--- config.mk ---
export PLATFORM = sky130hd
export DESIGN_NAME = ext_irq_front_end
export DESIGN_NICKNAME = d
export VERILOG_FILES = /design/src/inc/ext_irq_pkg.sv /design/src/inc/req_line_if.sv /design/src/core/maskable_line.sv /design/src/core/ext_irq_front_end.sv
export SDC_FILE = /design/constraint.sdc
export NUM_CORES = 1
export LEC_CHECK = 0
export BUFFER_PORTS_ARGS = -buffer_cell sky130_fd_sc_hd__buf_4
export CAP_MARGIN = 0
export CORE_MARGIN = 4
export CORE_UTILIZATION = 56
export CTS_BUF_LIST = sky130_fd_sc_hd__clkbuf_8
export DETAILED_ROUTE_END_ITERATION = 12
export PLACE_DENSITY = 0.83
export SYNTH_ARGS = -nofsm -noshare
export SYNTH_HDL_FRONTEND = slang
export SYNTH_SLANG_ARGS = --single-unit
--- constraint.sdc ---
create_clock -name core_clk_i -period 2 [get_ports core_clk_i]
set_clock_uncertainty 0.15 [all_clocks]
set_input_delay 0.4 -clock core_clk_i [delete_from_list [all_inputs] [get_ports core_clk_i]]
set_output_delay 0.4 -clock core_clk_i [all_outputs]
set_load 0.01 [all_outputs]
--- src/inc/ext_irq_pkg.sv ---
package ext_irq_pkg;

    localparam int unsigned LINE_COUNT = 9;
    localparam int unsigned VEC_WIDTH  = 8;
    localparam int unsigned DATA_WIDTH = 32;
    localparam int unsigned ADDR_WIDTH = 5;
    localparam int unsigned EVT_WIDTH  = 2;

    // Byte offsets of the register words.
    localparam logic [ADDR_WIDTH-1:0] LINE_MASK_OFS  = 5'h00;
    localparam logic [ADDR_WIDTH-1:0] LINE_EDGE_OFS  = 5'h04;
    localparam logic [ADDR_WIDTH-1:0] LINE_POL_OFS   = 5'h08;
    localparam logic [ADDR_WIDTH-1:0] LINE_PEND_OFS  = 5'h0c;
    localparam logic [ADDR_WIDTH-1:0] EVT_STATUS_OFS = 5'h10;
    localparam logic [ADDR_WIDTH-1:0] EVT_MASK_OFS   = 5'h14;
    localparam logic [ADDR_WIDTH-1:0] CPU_CTRL_OFS   = 5'h18;

    // Event status and control register bit positions.
    localparam int unsigned EVT_NMI_BIT  = 0;
    localparam int unsigned EVT_MASK_BIT = 1;
    localparam int unsigned CTRL_GIE_BIT = 0;

    // Vector numbers handed to the processor.
    localparam logic [VEC_WIDTH-1:0] NMI_VEC       = 8'h02;
    localparam logic [VEC_WIDTH-1:0] MASK_VEC_BASE = 8'h20;

    // Reset values.
    localparam logic [LINE_COUNT-1:0] LINE_MASK_RST = 9'h1ff;
    localparam logic [LINE_COUNT-1:0] LINE_EDGE_RST = 9'h1ff;
    localparam logic [LINE_COUNT-1:0] LINE_POL_RST  = 9'h1ff;
    localparam logic [EVT_WIDTH-1:0]  EVT_MASK_RST  = 2'h0;
    localparam logic                  GIE_RST       = 1'b0;

endpackage : ext_irq_pkg

--- src/inc/req_line_if.sv ---
interface req_line_if;
    logic pin;
    logic edge_mode;
    logic active_high;
    logic ack;
    logic pending;

    modport ctrl (output pin, output edge_mode, output active_high, output ack, input pending);
    modport line (input pin, input edge_mode, input active_high, input ack, output pending);
endinterface : req_line_if

--- src/core/maskable_line.sv ---
module maskable_line (
    input  wire logic    core_clk_i,
    input  wire logic    reset_i,
    req_line_if.line     port
);

    typedef struct packed {
        logic s1;
        logic s2;
        logic act_prev;
        logic pend;
    } line_state_type;

    line_state_type q;
    line_state_type d;
    logic           act;

    // Polarity applies after the second synchroniser stage only.
    assign act = port.active_high ? q.s2 : ~q.s2;

    always_comb begin
        d          = q;
        d.s1       = port.pin;
        d.s2       = q.s1;
        d.act_prev = act;
        if (port.ack) begin
            d.pend = 1'b0;
        end
        // A fresh edge is held until acknowledged; further edges merge into it.
        if (act && !q.act_prev) begin
            d.pend = 1'b1;
        end
    end

    always_ff @(posedge core_clk_i) begin
        if (reset_i) begin
            q <= '0;
        end else begin
            q <= d;
        end
    end

    assign port.pending = port.edge_mode ? q.pend : act;
endmodule : maskable_line

--- src/core/ext_irq_front_end.sv ---
// Operation
// - Unmaskable request is the top hardware interrupt; no mask blocks it.
// - Taking the unmaskable request always yields the unmaskable vector entry.
// - Unmaskable request never enters maskable priority arbitration.
// - No pending or in-service bit exists for the unmaskable source.
// - A new unmaskable request may preempt a running unmaskable routine.
// - Taking any hardware interrupt clears the global interrupt enable.
// - Unmaskable service in progress never alters maskable prioritisation.
// - Rising unmaskable input is latched and synchronised to the clock.
// - Latched unmaskable request is taken only at an instruction boundary.
// - Nine maskable request inputs, numbered eight down to zero.
// - An unmasked maskable request vectors to its own pin's entry.
// - Maskable requests are synchronised and selectable edge or level.
// - Each maskable request has programmable active polarity.
// - Second request from one source ignored until first acknowledged.
module ext_irq_front_end #(
    parameter int unsigned N = ext_irq_pkg::LINE_COUNT
) (
    input  wire logic                                core_clk_i,
    input  wire logic                                reset_i,
    input  wire logic                                nmi_pin_i,
    input  wire logic [N-1:0]                        ext_req_i,
    input  wire logic                                instr_boundary_i,
    input  wire logic                                set_enable_i,
    input  wire logic                                clear_enable_i,
    output logic                                     take_o,
    output logic [ext_irq_pkg::VEC_WIDTH-1:0]        vector_o,
    output logic                                     global_enable_o,
    input  wire logic [ext_irq_pkg::ADDR_WIDTH-1:0]  avs_address_i,
    input  wire logic                                avs_read_i,
    input  wire logic                                avs_write_i,
    input  wire logic [ext_irq_pkg::DATA_WIDTH-1:0]  avs_writedata_i,
    output logic [ext_irq_pkg::DATA_WIDTH-1:0]       avs_readdata_o,
    output logic                                     avs_waitrequest_o,
    output logic                                     irq_o
);

    typedef struct packed {
        logic                                nmi_s1;
        logic                                nmi_s2;
        logic                                nmi_s3;
        logic                                nmi_pend;
        logic                                global_en;
        logic                                take;
        logic [ext_irq_pkg::VEC_WIDTH-1:0]   vector;
        logic [N-1:0]                        line_mask;
        logic [N-1:0]                        line_edge;
        logic [N-1:0]                        line_pol;
        logic [ext_irq_pkg::EVT_WIDTH-1:0]   evt_status;
        logic [ext_irq_pkg::EVT_WIDTH-1:0]   evt_mask;
        logic                                rd_done;
        logic [ext_irq_pkg::DATA_WIDTH-1:0]  rdata;
    } state_type;

    state_type                           q;
    state_type                           d;
    logic [N-1:0]                        line_pend;
    logic [N-1:0]                        line_ack;
    logic [N-1:0]                        cand;
    logic                                mask_sel_valid;
    logic [3:0]                          mask_sel;
    logic                                nmi_edge;
    logic                                take_nmi;
    logic                                take_mask;
    logic                                rd_accept;
    logic [ext_irq_pkg::DATA_WIDTH-1:0]  rd_mux;

    req_line_if lines[N] ();

    for (genvar g = 0; g < N; g++) begin : g_line
        assign lines[g].pin         = ext_req_i[g];
        assign lines[g].edge_mode   = q.line_edge[g];
        assign lines[g].active_high = q.line_pol[g];
        assign lines[g].ack         = line_ack[g];
        assign line_pend[g]         = lines[g].pending;

        maskable_line u_line (
            .core_clk_i (core_clk_i),
            .reset_i    (reset_i),
            .port       (lines[g].line)
        );
    end

    // The second and third stage outputs feed the edge detector.
    assign nmi_edge  = q.nmi_s2 && !q.nmi_s3;
    assign take_nmi  = instr_boundary_i && q.nmi_pend;
    assign cand      = line_pend & ~q.line_mask;
    // Maskable take looks at the unmasked lines, the global enable and the unmaskable latch, which blocks it.
    assign take_mask = instr_boundary_i && !q.nmi_pend && q.global_en && mask_sel_valid;
    assign rd_accept = avs_read_i && q.rd_done;

    always_comb begin
        mask_sel_valid = 1'b0;
        mask_sel       = '0;
        for (int i = N - 1; i >= 0; i--) begin
            if (cand[i]) begin
                mask_sel_valid = 1'b1;
                mask_sel       = 4'(i);
            end
        end
    end

    always_comb begin
        line_ack = '0;
        if (take_mask) begin
            line_ack[mask_sel] = 1'b1;
        end
    end

    always_comb begin
        rd_mux = '0;
        case (avs_address_i)
            ext_irq_pkg::LINE_MASK_OFS:  rd_mux[N-1:0] = q.line_mask;
            ext_irq_pkg::LINE_EDGE_OFS:  rd_mux[N-1:0] = q.line_edge;
            ext_irq_pkg::LINE_POL_OFS:   rd_mux[N-1:0] = q.line_pol;
            // Maskable lines only; the unmaskable source has no bit here.
            ext_irq_pkg::LINE_PEND_OFS:  rd_mux[N-1:0] = line_pend;
            ext_irq_pkg::EVT_STATUS_OFS: rd_mux[ext_irq_pkg::EVT_WIDTH-1:0] = q.evt_status;
            ext_irq_pkg::EVT_MASK_OFS:   rd_mux[ext_irq_pkg::EVT_WIDTH-1:0] = q.evt_mask;
            ext_irq_pkg::CPU_CTRL_OFS:   rd_mux[ext_irq_pkg::CTRL_GIE_BIT] = q.global_en;
            default:                     rd_mux = '0;
        endcase
    end

    always_comb begin
        d        = q;
        d.nmi_s1 = nmi_pin_i;
        d.nmi_s2 = q.nmi_s1;
        d.nmi_s3 = q.nmi_s2;
        d.take   = 1'b0;

        if (take_nmi) begin
            d.nmi_pend = 1'b0;
        end
        // A new edge wins over the clear, so a preempting request is kept.
        if (nmi_edge) begin
            d.nmi_pend = 1'b1;
        end

        if (set_enable_i) begin
            d.global_en = 1'b1;
        end
        if (clear_enable_i) begin
            d.global_en = 1'b0;
        end

        if (take_nmi) begin
            d.take   = 1'b1;
            d.vector = ext_irq_pkg::NMI_VEC;
        end else if (take_mask) begin
            d.take   = 1'b1;
            d.vector = ext_irq_pkg::MASK_VEC_BASE + ext_irq_pkg::VEC_WIDTH'(mask_sel);
        end
        if (take_nmi || take_mask) begin
            d.global_en = 1'b0;
        end

        if (avs_write_i) begin
            case (avs_address_i)
                ext_irq_pkg::LINE_MASK_OFS: d.line_mask = avs_writedata_i[N-1:0];
                ext_irq_pkg::LINE_EDGE_OFS: d.line_edge = avs_writedata_i[N-1:0];
                ext_irq_pkg::LINE_POL_OFS:  d.line_pol  = avs_writedata_i[N-1:0];
                ext_irq_pkg::EVT_MASK_OFS:  d.evt_mask  = avs_writedata_i[ext_irq_pkg::EVT_WIDTH-1:0];
                default:                    d.rd_done   = q.rd_done;
            endcase
        end

        d.rd_done = avs_read_i && !q.rd_done;
        if (avs_read_i && !q.rd_done) begin
            d.rdata = rd_mux;
        end
        // Only bits that were returned are cleared; later events survive.
        if (rd_accept && avs_address_i == ext_irq_pkg::EVT_STATUS_OFS) begin
            d.evt_status = q.evt_status & ~q.rdata[ext_irq_pkg::EVT_WIDTH-1:0];
        end
        if (take_nmi) begin
            d.evt_status[ext_irq_pkg::EVT_NMI_BIT] = 1'b1;
        end
        if (take_mask) begin
            d.evt_status[ext_irq_pkg::EVT_MASK_BIT] = 1'b1;
        end
    end

    always_ff @(posedge core_clk_i) begin
        if (reset_i) begin
            q           <= '0;
            q.line_mask <= ext_irq_pkg::LINE_MASK_RST;
            q.line_edge <= ext_irq_pkg::LINE_EDGE_RST;
            q.line_pol  <= ext_irq_pkg::LINE_POL_RST;
            q.evt_mask  <= ext_irq_pkg::EVT_MASK_RST;
            q.global_en <= ext_irq_pkg::GIE_RST;
        end else begin
            q <= d;
        end
    end

    assign take_o            = q.take;
    assign vector_o          = q.vector;
    assign global_enable_o   = q.global_en;
    assign avs_readdata_o    = q.rdata;
    assign avs_waitrequest_o = avs_read_i && !q.rd_done;
    assign irq_o             = |(q.evt_status & q.evt_mask);
endmodule : ext_irq_front_end

## Yosys cells after proc, flatten, opt, wreduce, memory -nomap -nowiden

Index checks and enable logic that the tools add are counted.

- Add/sub/neg operators: 1
- Magnitude comparators: 2
- Equal/unequal tests: 6
- Mux-type cells: 67
- Bitwise gates (word level): 14
- Reduce and logical (&&, ||, !) cells: 52

Operators by type and width:

| kind | number |
|---|---|
| $mux 1 | 50 |
| $mux 4 | 9 |
| $pmux 7 s4 | 1 |
| $mux 9 | 3 |
| $reduce_bool 2->1 | 13 |
| $logic_and 1x1->1 | 18 |
| $eq 5x5->1 const B | 3 |
| $logic_not 1->1 | 12 |
| $eq 5x4->1 const B | 2 |
| $and 9x9->9 | 1 |
| $not 1->1 | 9 |
| $not 9->9 | 1 |
| $reduce_and 2->1 | 4 |
| $add 6x4->7 const A | 1 |
| $pmux 1 s7 | 1 |
| $pmux 1 s6 | 1 |
| $eq 5x3->1 const B | 1 |
| $logic_not 5->1 | 1 |
| $lt 4x5->1 const B | 1 |
| $and 2x2->2 | 2 |
| $demux 1 s4 | 1 |
| $ge 4x1->1 const B | 1 |
| $reduce_or 2->1 | 2 |
| $reduce_or 3->1 | 1 |
| 3 further kinds | 3 |

- Bits in registers: 91
- Input bits: 54
- Output and inout port bits: 44
- Word-level logic and storage cells: 194

## Depth between registers and ports, before layout

- Depth in word-level cells: 20
- Depth in mapped cells: 6
- Mapped depth without buffers: 6

## Modules after synthesis

From an unflattened synthesis, not the netlist that was laid out.

- Cell total of the unflattened synthesis: 419
- Area total of the unflattened synthesis: 3970.1 µm²

Modules (own cells, without submodules):

| module | instances | cells an instance | area an instance (µm²) | sequential area each (µm²) |
|---|---|---|---|---|
| ext_irq_front_end | 1 | 311 | 2753.9 | 1041.0 |
| maskable_line | 9 | 12 | 135.1 | 80.1 |

## Worst setup path after synthesis

No wires, ideal clock.

- Kind: input -> register
- Start: input avs_address_i[1] (netlist bit)
- End: register q, in the netlist lines[0].edge_mode
- Library setup time: 120 ps
- Arrival: 1602 ps
- Required time: 1730 ps
- Setup slack: 128 ps
- Stages on the path: 6
- Path buffers: 1
- Cell sequence: nor3_2 -> nand2_1 -> nor2_2 -> buf_2 -> nand2_2 -> a211o_1

- Cells in the longest elaborated chain, start to end: 2

Ends and longest elaborated chain:

| what | RTL line | text |
|---|---|---|
| from (decl) | ext_irq_front_end.sv:29 | `input wire logic [ext_irq_pkg::ADDR_WIDTH-1:0] avs_address_i,` |
| $eq 5x3->1 | ext_irq_front_end.sv:159 | `case (avs_address_i)` |
| $reduce_and 2->1 (no line) | -- |  |
| to (decl) | ext_irq_front_end.sv:55 | `state_type q;` |

No other way between the ends.
A chain may end at the register's enable or synchronous reset.

## Worst setup path in the final report

- Start: register g_line[3].u_line.q[2] (netlist bit)
- End: register g_line[7].u_line.q[0] (netlist bit)

- Cells in the longest elaborated chain, start to end: 14
- Elaborated cells on any way between the ends: 20
- Those cells by class: 2 x order compare; 13 x mux; 2 x bitwise; 3 x reduce/logical

Ends and longest elaborated chain:

| what | RTL line | text |
|---|---|---|
| from (decl) | maskable_line.sv:14 | `line_state_type q;` |
| from (signal assigned) | maskable_line.sv:37 | `q <= '0;` |
| from (signal assigned) | maskable_line.sv:39 | `q <= d;` |
| $not 1->1 | maskable_line.sv:19 | `assign act = port.active_high ? q.s2 : ~q.s2;` |
| $mux 1 (*) | maskable_line.sv:19 |  |
| $mux 1 (*) | maskable_line.sv:43 | `assign port.pending = port.edge_mode ? q.pend : act;` |
| $and 9x9->9 (*) | ext_irq_front_end.sv:87 | `assign cand = line_pend & ~q.line_mask;` |
| $mux 4 (4 in series) | ext_irq_front_end.sv:96 | `if (cand[i]) begin` |
| $lt 4x5->1 (not written as such) or $ge 4x1->1 (tied branches) | ext_irq_front_end.sv:106 | `line_ack[mask_sel] = 1'b1;` |
| $logic_and 1x1->1 (not written as such) | ext_irq_front_end.sv:106 |  |
| $mux 1 (not written as such) | ext_irq_front_end.sv:106 |  |
| $demux 1 s4 | ext_irq_front_end.sv:106 |  |
| $mux 9 (*) | ext_irq_front_end.sv:105 | `if (take_mask) begin` |
| $reduce_bool 2->1 (no line) (*) | -- |  |
| to (signal assigned) | maskable_line.sv:37 |  |
| to (signal assigned) | maskable_line.sv:39 |  |
| to (decl) | maskable_line.sv:14 |  |

Mark *: on every way between the ends. The rest lies on a longest branch, timed or not.

==> run_results.csv <==
group,metric,value,unit
outcome,status,"finished clean",
setup_path,ff2ff_path_depth,6,
hold_path,min_path_type,"in -> reg",
setup_path,end_kind,"register",
flow_run,drv_cap,0,
synthesis,yosys.area_share.simple,23.6,%
placement,gp_congestion,0.858,
pwr,worst_ir_drop_vdd,0.000484,V
cts,cts_sinks,88,
sta,fin_setup_tns,0,ns
sta,setup_viol,0,
pwr,finalPower,3.58,mW
synthesis,synth_xor_area_share,1.91,%
synthesis,synth-compound-area-share,20.1,%
synthesis,synth_top_family_by_area,"simple AND/OR/NAND/NOR gates",
route,dr.pass1.iters,5,
cts,cts_setup_buffers,0,
sta,rsz0062_at_grt,"false",
route,viasPerCell,5.59,
finish,final_common_cell,"dfxtp_1",
sta,fin_crit,1.91,ns
cts,clk_pin_slew,0.08,ns
synthesis,synthFlopType,"dfxtp_1",
global_routing,grt_pass1_vias,3342,
synthesis,synthAdderAreaFrac,0,%
synthesis,syn_area_per_cell,8.97,um2
finish,fin_nets,575,
synthesis,synth_cell_types,59,
global_routing,overflow,0,
die,die_area,8790,um2
synthesis,yosysSeqAreaShare,42.8,%
placement,portBuffers,48,
finish,drive_above_1_share,25.7,%
setup_path,cp.arrival,2.00,ns
route,drt_iter0_drc,163,
die,fp.coreArea,6980,um2
synthesis,syn_area,4120,um2
global_routing,antenna_found_initial,0,
finish,mostFrequentLayoutCells,"dfxtp_1 (85), buf_4 (83), nand2_1 (57)",
die,row_count,30,
sta,slew_violations,0,
placement,post_dp_cell_area,4590,um2
setup_path,startpoint_type,"register",
finish,final_area,4860,um2
route,ant_nets,0,
route,drt-wirelength-per-cell,16.0,um
pwr,leakage,2.07,nW
cts,cts_hold_buf,0,
route,wirelength,9930,um
global_routing,grt_max_degree,34,
synthesis,muxShareOfSynthArea,1.52,%
global_routing,grt_use_total,22.9,%
synthesis,synth_edf_count,0,
cts,cts-root-buf,"clkbuf_8",
die,die_x,93.8,um
sta,fin_ws,0.0899,ns
die,ios,98,
cts,cts_buffers,9,
die,start_util,59.0,%
setup_path,required,2.09,ns
cts,cts_max_path_buffers,2,
cts,cts_tree,"done",
sta,fmax,524,MHz
sta,post-route-period-util,95.5,%
sta,hold_viol_final,0,
setup_path,rr_endpoint,"g_line[7].u_line.q[0]$_SDFFE_PP0P_",
finish,diodes,0,
route,drc,0,
synthesis,synth.largest_area_cell,"dfxtp_1",
setup_path,worst-r2r-setup-slack,0.09,ns
setup_path,worstPathMaxFanout,4,
setup_path,timing.rr.start,"g_line[3].u_line.q[2]$_SDFF_PP0_",
placement,place_ws,0.00557,ns
synthesis,synth_top_cell_area_share,42.8,%
synthesis,synth_seq_cells,88,
synthesis,yosys_warnings,0,
die,die_h,93.8,um
finish,synthToLayoutAreaGrowth,18.1,%
cts,h-tree-depth,3,
setup_path,cp-startpoint,"g_line[3].u_line.q[2]$_SDFF_PP0_",
setup_path,critical_path_class,"reg -> reg",
placement,dpl.hpwl,7050,um
global_routing,grt_pass1_wl,15900,um
synthesis,synthArstFlopShare,0,%
route,vias,3477,
pwr,power.density,737,nW/um2
synthesis,synth_area_leaders,"dfxtp_1 (43%), buf_4 (7.3%), nand2_1 (5.2%)",
sta,whs,0.0495,ns
cts,clk_latency,0.35,ns
synthesis,netlist_instances,459,
setup_path,crit_path_end,"g_line[7].u_line.q[0]$_SDFFE_PP0P_",
[critical path: stages (launching register included)]
cell	delay (ns)
dfxtp_1	0.36
xnor2_2	0.18
a2bb2oi_2	0.29
nand4_4	0.14
or2_4	0.28
o31ai_1	0.28
a21oi_1	0.10
[layer usage]
layer	routed length (um)	vias to the layer above	track usage, %
li1	-	1663	-
met1	4160	1650	28.5
met2	4890	146	38.7
met3	678	18	4.09
met4	202	0	9.99
met5	0	-	0
[worst min-delay path by stage]
stage | startpoint | end | cells past startpoint
floorplan | g_line[4].u_line.q[1]$_SDFF_PP0_ | g_line[4].u_line.q[0]$_SDFFE_PP0P_ | 1
global placement | d[76]$_SDFF_PP0_ | d[75]$_SDFF_PP0_ | 1
detailed placement | g_line[6].u_line.d[2]$_SDFF_PP0_ | g_line[6].u_line.q[2]$_SDFF_PP0_ | 1
CTS | clear_enable_i | global_enable_o$_SDFFE_PP0P_ | 2
global route | clear_enable_i | global_enable_o$_SDFFE_PP0P_ | 2
finish | clear_enable_i | global_enable_o$_SDFFE_PP0P_ | 2
[report_power, final]
group	internal, mW	switching (mW)	leakage (nW)
Sequential	1.81	0.0405	0.719
Combinational	0.175	0.203	1.24
Clock	0.731	0.620	0.110
[Yosys cell counts (3+ instances only)]
master and count:
a211o_1 9, a21oi_1 23, a221oi_1 7, a22o_1 8
a2bb2oi_2 4, and3_1 10, buf_2 3, buf_4 40
clkbuf_1 14, dfxtp_1 88, inv_1 11, mux2i_1 4
nand2_1 57, nand2b_1 9, nand3_1 3, nand3b_1 21
nor2_1 26, nor2b_1 26, nor3_1 3, nor3_2 3
o211ai_1 3, o21ai_0 23, o31ai_1 9, or2_2 5
xnor2_1 4, xor2_1 5
[area by class of cell]
class                      count  area, um2
sequential                    88       1770
clock buffer                  10        138
tap                           96        120
multi-input combinational    328       2090
timing repair buffer          83        623
fill                         548       2120
inverter                      11       41.3
clock inverter                 6       83.8
[stage by stage]
step / util, % / instances
final: 69.7 / 622
after global placement: 65.7 / 606
after global routing: 69.7 / 622
after CTS: 68.9 / 622
after detailed placement: 65.7 / 606
after floorplan: - / 484
[logic make-up (layout without fill, tap and decap cells)]
kind of cell	count (synthesis)	after routing
multiplexers	6	6
AO/OA/AOI/OAI	110	110
XOR/XNOR	9	9
flip-flops	88	88
other	1	26
buffers and inverters	68	110
AND/OR/NAND/NOR	177	177
[timing repair]
item                       in CTS  in global routing
pin swaps                       0                  2
setup endpoints to repair       1                 10
gates resized for setup         1                  9
[registers in the layout, summed over array words and instances (netlist names)]
register / flops
g_line.u_line.q: 27
q: 16
avs_readdata_o: 9
g_line.u_line.d: 9
lines.active_high: 9
lines.edge_mode: 9
vector_o: 5
d: 2
global_enable_o: 1
take_o: 1
(Power assumes the default switching activity.)
